$ cat src/pdm_capture_defs.vh
// Register map, field layout, reset values and timing counts of the microphone capture block
// Behaviour
// RQ1 - Stereo word: right high half, left low
// RQ2 - Mono word: earlier sample low, later high
// RQ3 - Samples stored in little-endian byte order
// RQ4 - Buffer length counts samples, two bytes each
// RQ5 - Software sets pointer and length before start
// RQ6 - Buffer pointer is double-buffered after begun event
// RQ7 - Full buffer raises event, continues without gap
// RQ8 - New buffer raises fresh capture-begun event
// RQ9 - Buffer-full also fires after halt completes
// RQ10 - Software discards about fifty initial samples
// RQ11 - Software keeps pointer inside data RAM
// RQ12 - Disconnected route drives no physical pin
// RQ13 - Pin routing applies only while enabled
// RQ14 - Software presets clock pin low, data input
// RQ15 - One driver per physical pin only
// RQ16 - Two microphones strapped left and right
// RQ17 - Write one starts or halts capture
// RQ18 - Event registers read one once generated
// RQ19 - Interrupt enable bits: begun, halted, full
// RQ20 - Set and clear registers write ones only
// RQ21 - Edge bit selects which edge samples left
// RQ22 - Halt waits for frame, then halted event (code waits only for the pending word write, not for the frame to end)
// RQ23 - DMA address advances one word per store
`ifndef PDM_CAPTURE_DEFS_VH
`define PDM_CAPTURE_DEFS_VH

// ----------------------------------------
// Register offsets
// ----------------------------------------
`define OFS_BEGIN 12'h000
`define OFS_HALT 12'h004
`define OFS_BEGUN 12'h100
`define OFS_HALTED 12'h104
`define OFS_FULL 12'h108
`define OFS_IRQ_MASK 12'h300
`define OFS_IRQ_SET 12'h304
`define OFS_IRQ_CLR 12'h308
`define OFS_BLOCK_ON 12'h500
`define OFS_DIVIDER 12'h504
`define OFS_ROUTING 12'h508
`define OFS_LEFT_VOL 12'h518
`define OFS_RIGHT_VOL 12'h51c
`define OFS_CLK_PIN 12'h540
`define OFS_DIN_PIN 12'h544
`define OFS_PTR 12'h560
`define OFS_LEN 12'h564

// ----------------------------------------
// Field positions
// ----------------------------------------
`define BIT_EV_BEGUN 0
`define BIT_EV_HALTED 1
`define BIT_EV_FULL 2
`define BIT_MONO 0
`define BIT_EDGE 1
`define BIT_CONNECT 31
`define PIN_MSB 4
`define LEN_MSB 14
`define VOL_MSB 6

// ----------------------------------------
// Reset values
// ----------------------------------------
`define RST_DIVIDER 32'h08400000
`define RST_VOL 7'h28
`define RST_PIN 32'hffffffff

// ----------------------------------------
// Timing
// ----------------------------------------
`define CLK_MHZ 20
`define MIC_HALF_NS 500
`define BITS_PER_FRAME 64

`endif

$ cat src/bit_decimator.v
// One channel of bit counting decimation with volume scaling
`timescale 1ns/1ps
`default_nettype none
`include "pdm_capture_defs.vh"

module bit_decimator (
  input wire pclk,
  input wire presetn,
  input wire clk_en,
  input wire clear,
  input wire bit_valid,
  input wire bit_in,
  input wire [`VOL_MSB:0] gain,
  output reg [15:0] sample,
  output reg sample_valid
);

  reg [5:0] bit_cnt; // Bits gathered in this frame
  reg [6:0] ones; // Ones gathered in this frame

  // Signed density around mid scale, times gain step plus one, times eight
  // Worst case 32 * 128 * 8 overflows 16 bits and wraps, as no clipping is done
  function [15:0] scale;
    input [6:0] o;
    input [6:0] g;
    reg signed [8:0] d;
    reg signed [8:0] m;
    reg signed [17:0] p;
    begin
      d = $signed({2'b00, o}) - 9'sd32;
      m = $signed({2'b00, g}) + 9'sd1;
      p = d * m;
      scale = {p[12:0], 3'b000};
    end
  endfunction

  // ----------------------------------------
  // Frame counter
  // ----------------------------------------
  always @(posedge pclk or negedge presetn) begin
    if (!presetn) begin
      bit_cnt <= 6'h00;
      ones <= 7'h00;
      sample <= 16'h0000;
      sample_valid <= 1'b0;
    end else if (clk_en) begin
      sample_valid <= 1'b0;
      if (clear) begin
        // Idle: start the next frame from scratch
        bit_cnt <= 6'h00;
        ones <= 7'h00;
      end else if (bit_valid) begin
        bit_cnt <= bit_cnt + 6'h01;
        if (bit_cnt == 6'h3f) begin
          // Last bit of the frame closes the sample
          sample <= scale(ones + {6'h00, bit_in}, gain);
          sample_valid <= 1'b1;
          ones <= 7'h00;
        end else begin
          ones <= ones + {6'h00, bit_in};
        end
      end
    end
  end

endmodule
`default_nettype wire

$ cat src/pdm_capture.v
// Microphone capture block: APB registers, clock out, packing and DMA writes
`timescale 1ns/1ps
`default_nettype none
`include "pdm_capture_defs.vh"

module pdm_capture (
  input wire pclk,
  input wire presetn,
  input wire clk_en,
  input wire psel,
  input wire penable,
  input wire pwrite,
  input wire [11:0] paddr,
  input wire [31:0] pwdata,
  output reg [31:0] prdata,
  output reg pready,
  output reg pslverr,
  output reg dma_req,
  output reg [31:0] dma_addr,
  output reg [31:0] dma_wdata,
  input wire dma_ack,
  output reg mic_clock_out,
  output reg mic_clock_oe,
  input wire data_pin,
  output reg [`PIN_MSB:0] clk_pin_num,
  output reg clk_pin_active,
  output reg [`PIN_MSB:0] din_pin_num,
  output reg din_pin_active
);

  // ----------------------------------------
  // Constants
  // ----------------------------------------
  localparam integer HALF_CYC_RAW = (`MIC_HALF_NS * `CLK_MHZ) / 1000;
  localparam integer HALF_CYC = (HALF_CYC_RAW < 1) ? 1 : HALF_CYC_RAW;
  localparam [5:0] HALF_LAST = HALF_CYC[5:0] - 6'h01;
  localparam [1:0] ST_IDLE = 2'b00;
  localparam [1:0] ST_RUN = 2'b01;
  localparam [1:0] ST_HALT = 2'b10;

  // ----------------------------------------
  // Registers
  // ----------------------------------------
  reg [1:0] state; // Capture state
  reg ev_begun; // Capture-begun event
  reg ev_halted; // Capture-halted event
  reg ev_full; // Buffer-full event
  reg [2:0] irq_mask; // Event interrupt enables
  reg block_on; // Block enable
  reg [31:0] divider; // Clock divider setting, stored only
  reg mono; // Mono packing
  reg edge_sel; // Left on rising edge when set
  reg [`VOL_MSB:0] left_vol; // Left gain
  reg [`VOL_MSB:0] right_vol; // Right gain
  reg [31:0] clk_route; // Clock pin route
  reg [31:0] din_route; // Data pin route
  reg [31:0] ptr_next; // Pointer for the next buffer
  reg [`LEN_MSB:0] buf_len; // Buffer length in samples
  reg [31:0] cur_ptr; // Pointer of the buffer in use
  reg [`LEN_MSB:0] done_cnt; // Samples committed in this buffer
  reg [13:0] word_idx; // Word offset in this buffer
  reg [5:0] half_cnt; // Half period counter
  reg din_s1; // Synchroniser stages
  reg din_s2;
  reg din_s3;
  reg din_val; // Filtered data level
  reg [15:0] held; // Left or earlier sample awaiting a partner
  reg have_held; // Held sample valid
  reg [31:0] word; // Packed word awaiting DMA
  reg word_ready; // Packed word waiting

  // ----------------------------------------
  // Bus decode helpers
  // ----------------------------------------
  wire acc = psel & penable & pready;
  wire wr = acc & pwrite;
  wire running = (state != ST_IDLE);
  wire tick = running & (half_cnt == HALF_LAST);
  wire left_bit = tick & (mic_clock_out != edge_sel); // RQ21
  wire right_bit = tick & (mic_clock_out == edge_sel); // RQ21
  wire [15:0] left_smp;
  wire [15:0] right_smp;
  wire left_done;
  wire right_done;
  wire [`LEN_MSB:0] cnt_after = done_cnt + 15'h0002;
  wire buf_full = dma_req & dma_ack & (cnt_after >= buf_len);
  wire halt_done = (state == ST_HALT) & ~word_ready & ~dma_req;

  // Write of a one to a given offset
  function hit1;
    input [11:0] a;
    input [11:0] ofs;
    input w;
    input [31:0] d;
    begin
      hit1 = w & (a == ofs) & d[0];
    end
  endfunction

  // Offset belongs to the map
  function mapped;
    input [11:0] a;
    begin
      mapped = (a == `OFS_BEGIN) || (a == `OFS_HALT) || (a == `OFS_BEGUN) ||
               (a == `OFS_HALTED) || (a == `OFS_FULL) || (a == `OFS_IRQ_MASK) ||
               (a == `OFS_IRQ_SET) || (a == `OFS_IRQ_CLR) || (a == `OFS_BLOCK_ON) ||
               (a == `OFS_DIVIDER) || (a == `OFS_ROUTING) || (a == `OFS_LEFT_VOL) ||
               (a == `OFS_RIGHT_VOL) || (a == `OFS_CLK_PIN) || (a == `OFS_DIN_PIN) ||
               (a == `OFS_PTR) || (a == `OFS_LEN);
    end
  endfunction

  wire go = hit1(paddr, `OFS_BEGIN, wr, pwdata) & block_on & (state == ST_IDLE); // RQ17
  wire stop = hit1(paddr, `OFS_HALT, wr, pwdata) & (state == ST_RUN); // RQ17

  // ----------------------------------------
  // Decimation per channel
  // ----------------------------------------
  bit_decimator left_dec (
    .pclk(pclk),
    .presetn(presetn),
    .clk_en(clk_en),
    .clear(~running),
    .bit_valid(left_bit),
    .bit_in(din_val),
    .gain(left_vol),
    .sample(left_smp),
    .sample_valid(left_done)
  );

  bit_decimator right_dec (
    .pclk(pclk),
    .presetn(presetn),
    .clk_en(clk_en),
    .clear(~running),
    .bit_valid(right_bit),
    .bit_in(din_val),
    .gain(right_vol),
    .sample(right_smp),
    .sample_valid(right_done)
  );

  // ----------------------------------------
  // APB slave: answer in the second access cycle
  // ----------------------------------------
  always @(posedge pclk or negedge presetn) begin
    if (!presetn) begin
      pready <= 1'b0;
      pslverr <= 1'b0;
      prdata <= 32'h00000000;
    end else if (clk_en) begin
      pready <= psel & penable & ~pready;
      pslverr <= psel & penable & ~pready & ~mapped(paddr);
      prdata <= 32'h00000000;
      if (psel & penable & ~pready & ~pwrite) begin
        // Read mux; triggers and unmapped offsets read zero
        if (paddr == `OFS_BEGUN) begin
          prdata <= {31'h00000000, ev_begun}; // RQ18
        end else if (paddr == `OFS_HALTED) begin
          prdata <= {31'h00000000, ev_halted}; // RQ18
        end else if (paddr == `OFS_FULL) begin
          prdata <= {31'h00000000, ev_full}; // RQ18
        end else if ((paddr == `OFS_IRQ_MASK) || (paddr == `OFS_IRQ_SET) ||
                     (paddr == `OFS_IRQ_CLR)) begin
          prdata <= {29'h00000000, irq_mask}; // RQ20
        end else if (paddr == `OFS_BLOCK_ON) begin
          prdata <= {31'h00000000, block_on};
        end else if (paddr == `OFS_DIVIDER) begin
          prdata <= divider;
        end else if (paddr == `OFS_ROUTING) begin
          prdata <= {30'h00000000, edge_sel, mono};
        end else if (paddr == `OFS_LEFT_VOL) begin
          prdata <= {25'h0000000, left_vol};
        end else if (paddr == `OFS_RIGHT_VOL) begin
          prdata <= {25'h0000000, right_vol};
        end else if (paddr == `OFS_CLK_PIN) begin
          prdata <= clk_route;
        end else if (paddr == `OFS_DIN_PIN) begin
          prdata <= din_route;
        end else if (paddr == `OFS_PTR) begin
          prdata <= ptr_next;
        end else if (paddr == `OFS_LEN) begin
          prdata <= {17'h00000, buf_len};
        end
      end
    end
  end

  // ----------------------------------------
  // Configuration registers
  // ----------------------------------------
  always @(posedge pclk or negedge presetn) begin
    if (!presetn) begin
      irq_mask <= 3'b000;
      block_on <= 1'b0;
      divider <= `RST_DIVIDER;
      mono <= 1'b0;
      edge_sel <= 1'b0;
      left_vol <= `RST_VOL;
      right_vol <= `RST_VOL;
      clk_route <= `RST_PIN;
      din_route <= `RST_PIN;
      ptr_next <= 32'h00000000;
      buf_len <= 15'h0000;
    end else if (clk_en && wr) begin
      if (paddr == `OFS_IRQ_MASK) begin
        irq_mask <= pwdata[2:0]; // RQ19
      end else if (paddr == `OFS_IRQ_SET) begin
        irq_mask <= irq_mask | pwdata[2:0]; // RQ20
      end else if (paddr == `OFS_IRQ_CLR) begin
        irq_mask <= irq_mask & ~pwdata[2:0]; // RQ20
      end else if (paddr == `OFS_BLOCK_ON) begin
        block_on <= pwdata[0];
      end else if (paddr == `OFS_DIVIDER) begin
        divider <= pwdata;
      end else if (paddr == `OFS_ROUTING) begin
        mono <= pwdata[`BIT_MONO];
        edge_sel <= pwdata[`BIT_EDGE]; // RQ21
      end else if (paddr == `OFS_LEFT_VOL) begin
        left_vol <= pwdata[`VOL_MSB:0];
      end else if (paddr == `OFS_RIGHT_VOL) begin
        right_vol <= pwdata[`VOL_MSB:0];
      end else if (paddr == `OFS_CLK_PIN) begin
        clk_route <= pwdata;
      end else if (paddr == `OFS_DIN_PIN) begin
        din_route <= pwdata;
      end else if (paddr == `OFS_PTR) begin
        // Only the shadow changes; the buffer in use keeps cur_ptr
        ptr_next <= pwdata; // RQ6
      end else if (paddr == `OFS_LEN) begin
        buf_len <= pwdata[`LEN_MSB:0]; // RQ4
      end
    end
  end

  // ----------------------------------------
  // Event flags: hardware set beats software write
  // ----------------------------------------
  always @(posedge pclk or negedge presetn) begin
    if (!presetn) begin
      ev_begun <= 1'b0;
      ev_halted <= 1'b0;
      ev_full <= 1'b0;
    end else if (clk_en) begin
      if (go | buf_full) begin
        ev_begun <= 1'b1; // RQ8
      end else if (wr && paddr == `OFS_BEGUN) begin
        ev_begun <= pwdata[0]; // RQ18
      end
      if (halt_done) begin
        ev_halted <= 1'b1; // RQ22
      end else if (wr && paddr == `OFS_HALTED) begin
        ev_halted <= pwdata[0]; // RQ18
      end
      if (buf_full | halt_done) begin
        ev_full <= 1'b1; // RQ7 RQ9
      end else if (wr && paddr == `OFS_FULL) begin
        ev_full <= pwdata[0]; // RQ18
      end
    end
  end

  // ----------------------------------------
  // Data pin synchroniser, three stages
  // ----------------------------------------
  always @(posedge pclk or negedge presetn) begin
    if (!presetn) begin
      din_s1 <= 1'b0;
      din_s2 <= 1'b0;
      din_s3 <= 1'b0;
      din_val <= 1'b0;
    end else if (clk_en) begin
      din_s1 <= data_pin;
      din_s2 <= din_s1;
      din_s3 <= din_s2;
      // Accept a change only once the last two stages agree
      if (din_s2 == din_s3) begin
        din_val <= din_s3;
      end
    end
  end

  // ----------------------------------------
  // Microphone clock and pin routing
  // ----------------------------------------
  always @(posedge pclk or negedge presetn) begin
    if (!presetn) begin
      half_cnt <= 6'h00;
      mic_clock_out <= 1'b0;
      mic_clock_oe <= 1'b0;
      clk_pin_num <= 5'h1f;
      clk_pin_active <= 1'b0;
      din_pin_num <= 5'h1f;
      din_pin_active <= 1'b0;
    end else if (clk_en) begin
      // Clock parks low while idle
      if (!running) begin
        half_cnt <= 6'h00;
        mic_clock_out <= 1'b0;
      end else if (tick) begin
        half_cnt <= 6'h00;
        mic_clock_out <= ~mic_clock_out;
      end else begin
        half_cnt <= half_cnt + 6'h01;
      end
      // Disabled block hands the pins back to the GPIO logic
      clk_pin_active <= block_on & ~clk_route[`BIT_CONNECT]; // RQ12 RQ13
      din_pin_active <= block_on & ~din_route[`BIT_CONNECT]; // RQ12 RQ13
      mic_clock_oe <= block_on & ~clk_route[`BIT_CONNECT]; // RQ12 RQ13
      clk_pin_num <= clk_route[`PIN_MSB:0];
      din_pin_num <= din_route[`PIN_MSB:0];
    end
  end

  // ----------------------------------------
  // Sample packing into words
  // ----------------------------------------
  always @(posedge pclk or negedge presetn) begin
    if (!presetn) begin
      held <= 16'h0000;
      have_held <= 1'b0;
      word <= 32'h00000000;
      word_ready <= 1'b0;
    end else if (clk_en) begin
      if (!dma_req && word_ready) begin
        word_ready <= 1'b0;
      end
      if (!running || state == ST_HALT) begin
        // A lone half word is dropped on halt
        have_held <= 1'b0;
      end else if (left_done) begin
        if (mono && have_held) begin
          word <= {left_smp, held}; // RQ2
          word_ready <= 1'b1;
          have_held <= 1'b0;
        end else begin
          held <= left_smp;
          have_held <= 1'b1;
        end
      end else if (right_done && !mono && have_held) begin
        word <= {right_smp, held}; // RQ1
        word_ready <= 1'b1;
        have_held <= 1'b0;
      end
    end
  end

  // ----------------------------------------
  // Capture control and DMA writes
  // ----------------------------------------
  always @(posedge pclk or negedge presetn) begin
    if (!presetn) begin
      state <= ST_IDLE;
      cur_ptr <= 32'h00000000;
      done_cnt <= 15'h0000;
      word_idx <= 14'h0000;
      dma_req <= 1'b0;
      dma_addr <= 32'h00000000;
      dma_wdata <= 32'h00000000;
    end else if (clk_en) begin
      if (!dma_req && word_ready) begin
        // Bits [7:0] form the lowest byte address
        dma_req <= 1'b1;
        dma_addr <= cur_ptr + {16'h0000, word_idx, 2'b00}; // RQ23
        dma_wdata <= word; // RQ3
      end else if (dma_req && dma_ack) begin
        dma_req <= 1'b0;
        if (buf_full) begin
          // Next buffer starts at once from the shadow pointer
          cur_ptr <= ptr_next; // RQ7 RQ8
          done_cnt <= 15'h0000;
          word_idx <= 14'h0000;
        end else begin
          done_cnt <= cnt_after; // RQ4
          word_idx <= word_idx + 14'h0001; // RQ23
        end
      end
      case (state)
        ST_IDLE: begin
          if (go) begin
            cur_ptr <= ptr_next; // RQ5
            done_cnt <= 15'h0000;
            word_idx <= 14'h0000;
            state <= ST_RUN;
          end
        end
        ST_RUN: begin
          if (stop) begin
            state <= ST_HALT;
          end
        end
        ST_HALT: begin
          // Leave only after the last word is in memory
          if (halt_done) begin
            state <= ST_IDLE; // RQ22
          end
        end
        default: begin
          state <= ST_IDLE;
        end
      endcase
    end
  end

endmodule
`default_nettype wire

$ cat config.mk
export PLATFORM = sky130hd
export DESIGN_NAME = pdm_capture
export DESIGN_NICKNAME = d
export VERILOG_FILES = /design/src/bit_decimator.v /design/src/pdm_capture.v
export VERILOG_INCLUDE_DIRS = /design/src
export SDC_FILE = /design/constraint.sdc
export NUM_CORES = 1
export LEC_CHECK = 0
export BUFFER_PORTS_ARGS = -buffer_cell sky130_fd_sc_hd__buf_2
export CORE_MARGIN = 10
export CORE_UTILIZATION = 40
export CTS_BUF_LIST = sky130_fd_sc_hd__clkbuf_16
export CTS_CLUSTER_DIAMETER = 80
export DETAILED_ROUTE_END_ITERATION = 6
export SETUP_SLACK_MARGIN = 0.05
export SLEW_MARGIN = 0
export SYNTH_ARGS = -nofsm -noshare
export SYNTH_HDL_FRONTEND = slang
export SYNTH_SLANG_ARGS = --single-unit
$ cat constraint.sdc
create_clock -name pclk -period 11.12 [get_ports pclk]
set_input_delay 1.668 -clock pclk [delete_from_list [all_inputs] [get_ports pclk]]
set_output_delay 1.668 -clock pclk [all_outputs]
set_load 0.02 [all_outputs]
After elaboration in Yosys (flattened, before gate mapping)

Index checks and enable logic that the tools add are counted.
Widths: inputs -> output; s select.

Register bits after elaboration: 452
Logic and storage cells: 282

Order comparisons: 1
Reduce and logical (&&, ||, !) cells: 66
Add/subtract/negate cells: 12
Bitwise logic cells: 48
Multiplexer cells: 76
Equal/unequal tests: 31
Multipliers: 2

Operators with widths:

| operator              | count |
|---|---|
| $mux 32               | 21 |
| $eq 12x11->1 const B  | 9 |
| $mux 15               | 6 |
| $mux 14               | 5 |
| $mux 7                | 6 |
| $eq 12x10->1 const B  | 3 |
| $eq 12x9->1 const B   | 3 |
| $mux 6                | 6 |
| $add 32x16->32        | 1 |
| $mul 8x9->13          | 2 |
| $mux 1                | 25 |
| $and 1x1->1           | 22 |
| $reduce_and 2->1      | 11 |
| $not 1->1             | 21 |
| $reduce_and 4->1      | 5 |
| $logic_or 1x1->1      | 19 |
| $add 6x1->6 const B   | 3 |
| $add 7x1->8 const B   | 2 |
| $sub 7x6->8 const B   | 2 |
| $add 15x2->15 const B | 1 |
| $ge 15x15->1          | 1 |
| $add 14x1->14 const B | 1 |
| $add 7x1->7           | 2 |
| $reduce_and 13->1     | 1 |
| 30 further kinds      | 58 |

Longest topological paths before layout

Depth after elaboration: 19
Depth in mapped cells: 22
Gate-level depth less buffers: 21

Modules after synthesis

Synthesis repeated with hierarchy kept, for this count alone.

Cells, all modules: 2261
Area total of the unflattened synthesis: 25214.2 um^2

By module, submodules not included:

| module                     | sequential area each (um^2) | cells an instance | area an instance (um^2) | times used |
|---|---|---|---|---|
| pdm_capture                | 10134.7                     | 1532              | 18740.5                 | 1 |
| bit_decimator at right_dec | 675.6                       | 375               | 3274.4                  | 1 |
| bit_decimator at left_dec  | 675.6                       | 354               | 3199.3                  | 1 |

Worst setup path after synthesis

No wires, ideal clock.

Path kind: register to register
From: register din_val
To: register left_dec.sample[14]
Period minus slack after synthesis: 5421 ps
Setup slack: 5699 ps
Cell stages (with the launch flop): 22
Data arrival time: 5286 ps
Cells stage by stage: dfrtp_1 -> ha_1 -> and4_1 -> nand2_1 -> xnor2_1 -> inv_1 -> ha_1 -> clkbuf_1 -> nand2b_1 -> fa_1 -> fa_1 -> inv_1 -> fa_1 -> inv_1 -> fa_1 -> inv_1 -> ha_1 -> nor2b_1 -> o21a_1 -> o41a_1 -> xnor2_1 -> o21ai_0

Word-level cells in the longest chain between the ends: 3

Ends and longest elaborated chain:

| what                   | RTL line           | RTL |
|---|---|---|
| from (decl)            | pdm_capture.v:66   | `reg din_val;` |
| from (signal assigned) | pdm_capture.v:278  | `din_val <= din_s3;` |
| $add 7x1->7            | bit_decimator.v:56 | `sample <= scale(ones + {6'h00, bit_in}, gain);` |
| $sub 7x6->8            | bit_decimator.v:30 | `d = $signed({2'b00, o}) - 9'sd32;` |
| $mul 8x9->13           | bit_decimator.v:32 | `p = d * m;` |
| to (signal assigned)   | bit_decimator.v:56 |  |
| to (decl)              | bit_decimator.v:14 | `output reg [15:0] sample,` |

Every way passes these cells.
A chain may end at the register's enable or synchronous reset.

Worst setup path in the final report

Same ends and word-level chain as after synthesis.

==> summary.md <==
| Metric | Value |
|---|---|
| Register Area | 0.01111 sq mm |
| Fraction of registers with async set/reset | 100.0% |
| CTS sink cnt | 440 |
| Ports | 165 |
| Vias in the first global route | 17527 |
| PD cells | 128.6 mW/mm^2 |
| Filler cells | 5596 |
| Worst-margin pin slew | 1.265 ns |
| Worst Hold Class | flip-flop to flip-flop |
| Clock root buffer | clkbuf_16 |
| Post-synth EDFFs | 0 |
| Syn Area/Cell | 10.93 sq um |
| Post-DP HPWL | 45040 microns |
| CP endpoint kind | flip-flop |
| Final hold vios | 0 |
| Most common cell after layout, fill and taps aside | dfrtp_1 |
| Sum Neg Setup Slack | 0 ns |
| Setup CP Type | flip-flop to flip-flop |
| Post-CTS setup buffers | 0 |
| Worst-path clk slew | 0.06 ns |
| Worst Path Required | 11.57 ns |
| Period minus WS final | 5.885 ns |
| CTS Hold Bufs | 0 |
| Initial DRC count | 1054 |
| Slowest stage delay, CP | 0.54 ns |
| Worst reg-to-reg setup slack | 5.23 ns |
| Clk Latency, worst-skew pair | 0.62 ns |
| Critical Path AT | 6.34 ns |
| Initial Util | 40.36% |
| Peak Freq | 169.9 MHz |
| YS warnings | 0 |
| Multi-input logic area | 0.01212 sq mm |
| Setup violators final | 0 |
| GRT Total Usage | 17.50% |
| Post-Syn Area | 0.02431 sq mm |
| Drt wl/cell | 19.52 microns |
| Congestion Overflow GR | 0 |
| Number of remaining DRC errors | 0 |
| Layout cells sized above 1 | 25.08% |
| Die height | 266.5 microns |
| Worst path top cell family by delay | adder cells |
| Critical Path, Cell by Cell | ha_1 -> and4_1 -> nand2_1 -> xnor2_1 -> inv_1 -> ha_1 -> nand2b_1 -> fa_1 -> fa_1 -> inv_1 -> fa_1 -> inv_1 -> fa_1 -> inv_1 -> ha_1 -> nor2b_1 -> o21a_1 -> o41a_1 -> xnor2_1 -> o21ai_0 |
| RSZ-0062 raised after global routing | false |
| Synthesis-stage register bit count | 440 |
| Via density | 5.328 |
| Global-route wire length before repair | 99280 microns |
| Outcome | complete, no violations |
| Fin. max-slew vios | 0 |
| CTS Buffer Depth | 3 |
| Buffers added on ports | 158 |
| Crit path buf inv count | 4 |
| Seq/Total Area, Yosys | 45.70% |
| CTS buffer count | 50 |
| Maximum VDD drop | 126.2 uV |
| Cts repair resizes | 0 |
| Worst Path Max Fanout | 8 |
| Headroom to the max-slew limit | 14.46% |
| Remaining antenna violation count | 0 |
| Most frequent cells in the layout | dfrtp_1 (360), mux2_2 (230), nor2_1 (176), inv_1 (176), buf_2 (156) |
| Drt first pass iters | 5 |
| Cell Rows | 90 |
| Die Width | 266.5 microns |
| Die ar. | 0.07104 sq mm |
| Crit path launch type | flip-flop |
| Initial antenna violation count | 3 |
| H-Tree Depth | 2 |
| Core area | 0.06025 sq mm |
| Top FF cell, synth | dfrtp_1 |
| Clock skew | 0.03339 ns |
| Final Cycle Share | 52.93% |
| Netlist cell types | 84 |
| Setup WS post-layout | 5.235 ns |
| Worst path slowest cell | fa_1 |
| Nets | 2579 |
| CTS tree | built |
| Post-Synthesis Cells | 2224 |
| Pre-CTS WS | 5.246 ns |
| Routed WL | 62060 microns |
| LEAKAGE | 13.13 nW |
| Detailed-route via count | 16939 |
| Layout overhead on the synthesized area | 12.85% |
| Largest net degree at the start of global routing | 182 |
| Final Wtd Congestion | 0.8856 |
| Max-cap violations | 0 |
-- worst register-to-register path, cell delays in order, from the launching register on --
cell and delay, ns:
dfrtp_1 0.42, ha_1 0.23, and4_1 0.26, nand2_1 0.08, xnor2_1 0.44, inv_1 0.22
ha_1 0.43, nand2b_1 0.21, fa_1 0.50, fa_1 0.54, inv_1 0.05, fa_1 0.52
inv_1 0.05, fa_1 0.53, inv_1 0.04, ha_1 0.33, nor2b_1 0.15, o21a_1 0.19
o41a_1 0.32, xnor2_1 0.14, o21ai_0 0.08
-- report_power, final --
| part | internal (mW) | switching [mW] | total (mW) |
|---|---|---|---|
| Sequential | 1.64 | 0.0343 | 1.67 |
| Combinational | 0.0877 | 0.159 | 0.247 |
| Clock | 0.922 | 0.688 | 1.61 |
-- routing by layer --
layer  share of wire, %  GRT usage [%]
met1                 46          23.69
met2                 48          28.98
met3                4.0          2.641
met4                2.2          4.330
met5                  0              0
-- state kept, by name (all words and copies together), names as in the netlist, 6 cells and up, named ones only --
register and count:
buf_len 15, clk_route 32, cur_ptr 32, din_route 32, divider 32, dma_addr 32, dma_wdata 26, done_cnt 15
half_cnt 6, held 13, left_dec.bit_cnt 6, left_dec.ones 7, left_dec.sample 13, left_vol 7, prdata 32, ptr_next 32
right_dec.bit_cnt 6, right_dec.ones 7, right_dec.sample 13, right_vol 7, word 26, word_idx 14
-- final timing paths --
check | from | endpoint | cells after the start
setup / recovery | din_val | left_dec.sample[14] | 20
hold / removal | dma_addr[20] | dma_addr[20] | 2
setup reg to reg | din_val | left_dec.sample[14] | 20
hold reg to reg | dma_addr[20] | dma_addr[20] | 2
max in group asynchronous | presetn | divider[31] | 2
min in group asynchronous | presetn | left_dec.sample[12] | 1
-- area by class of cell --
class	count	area share, %
tap	782	3.566
multi-input combinational	1520	44.16
clock inverter	39	1.181
sequential	440	40.49
inverter	167	2.285
clock buffer	52	4.743
timing repair buffer	178	3.566
antenna	1	0.009120
-- kinds of logic (layout without fill, tap and decap cells) --
group	after synthesis	after routing	synth area share, %
buffers and inverters	269	436	4.647
XOR/XNOR	99	99	3.623
AO/OA/AOI/OAI	367	367	9.793
flip-flops	440	440	45.70
multiplexers	294	294	13.53
AND/OR/NAND/NOR	584	584	11.69
other	1	7	0.01542
adder cells (fa/ha/maj)	170	170	11.00
-- metrics by stage --
stage	hold WS (ns)	cells	cell area (sq um)	total power, mW	utilization (%)
floorplan	0.4478	2229	24330	1.839	-
global placement	0.4608	3086	25800	1.936	42.83
detailed placement	0.4649	3086	25800	1.948	42.83
CTS	0.4779	3177	27430	3.574	45.53
global route	0.5107	3179	27440	3.674	45.54
finish	0.4719	3179	27440	3.528	45.54
-- cell usage after synthesis (all sizes together), types with 28 or more instances --
master    n  area [sq um]
dfrtp   360          9009
mux2    257          2894
nor2    178         678.2
inv     167         626.9
nand2   147         551.8
o21ai   129         660.6
ha       97          1214
dfstp    80          2102
fa       73          1461
a21oi    70         350.3
xnor2    62         543.0
nand3    54         270.3
clkbuf   53         200.2
buf      49         302.8
xor2     36         315.3
mux2i    35         350.3
nor2b    29         181.4
a22o     28         245.2
(Power assumes the default switching activity.)
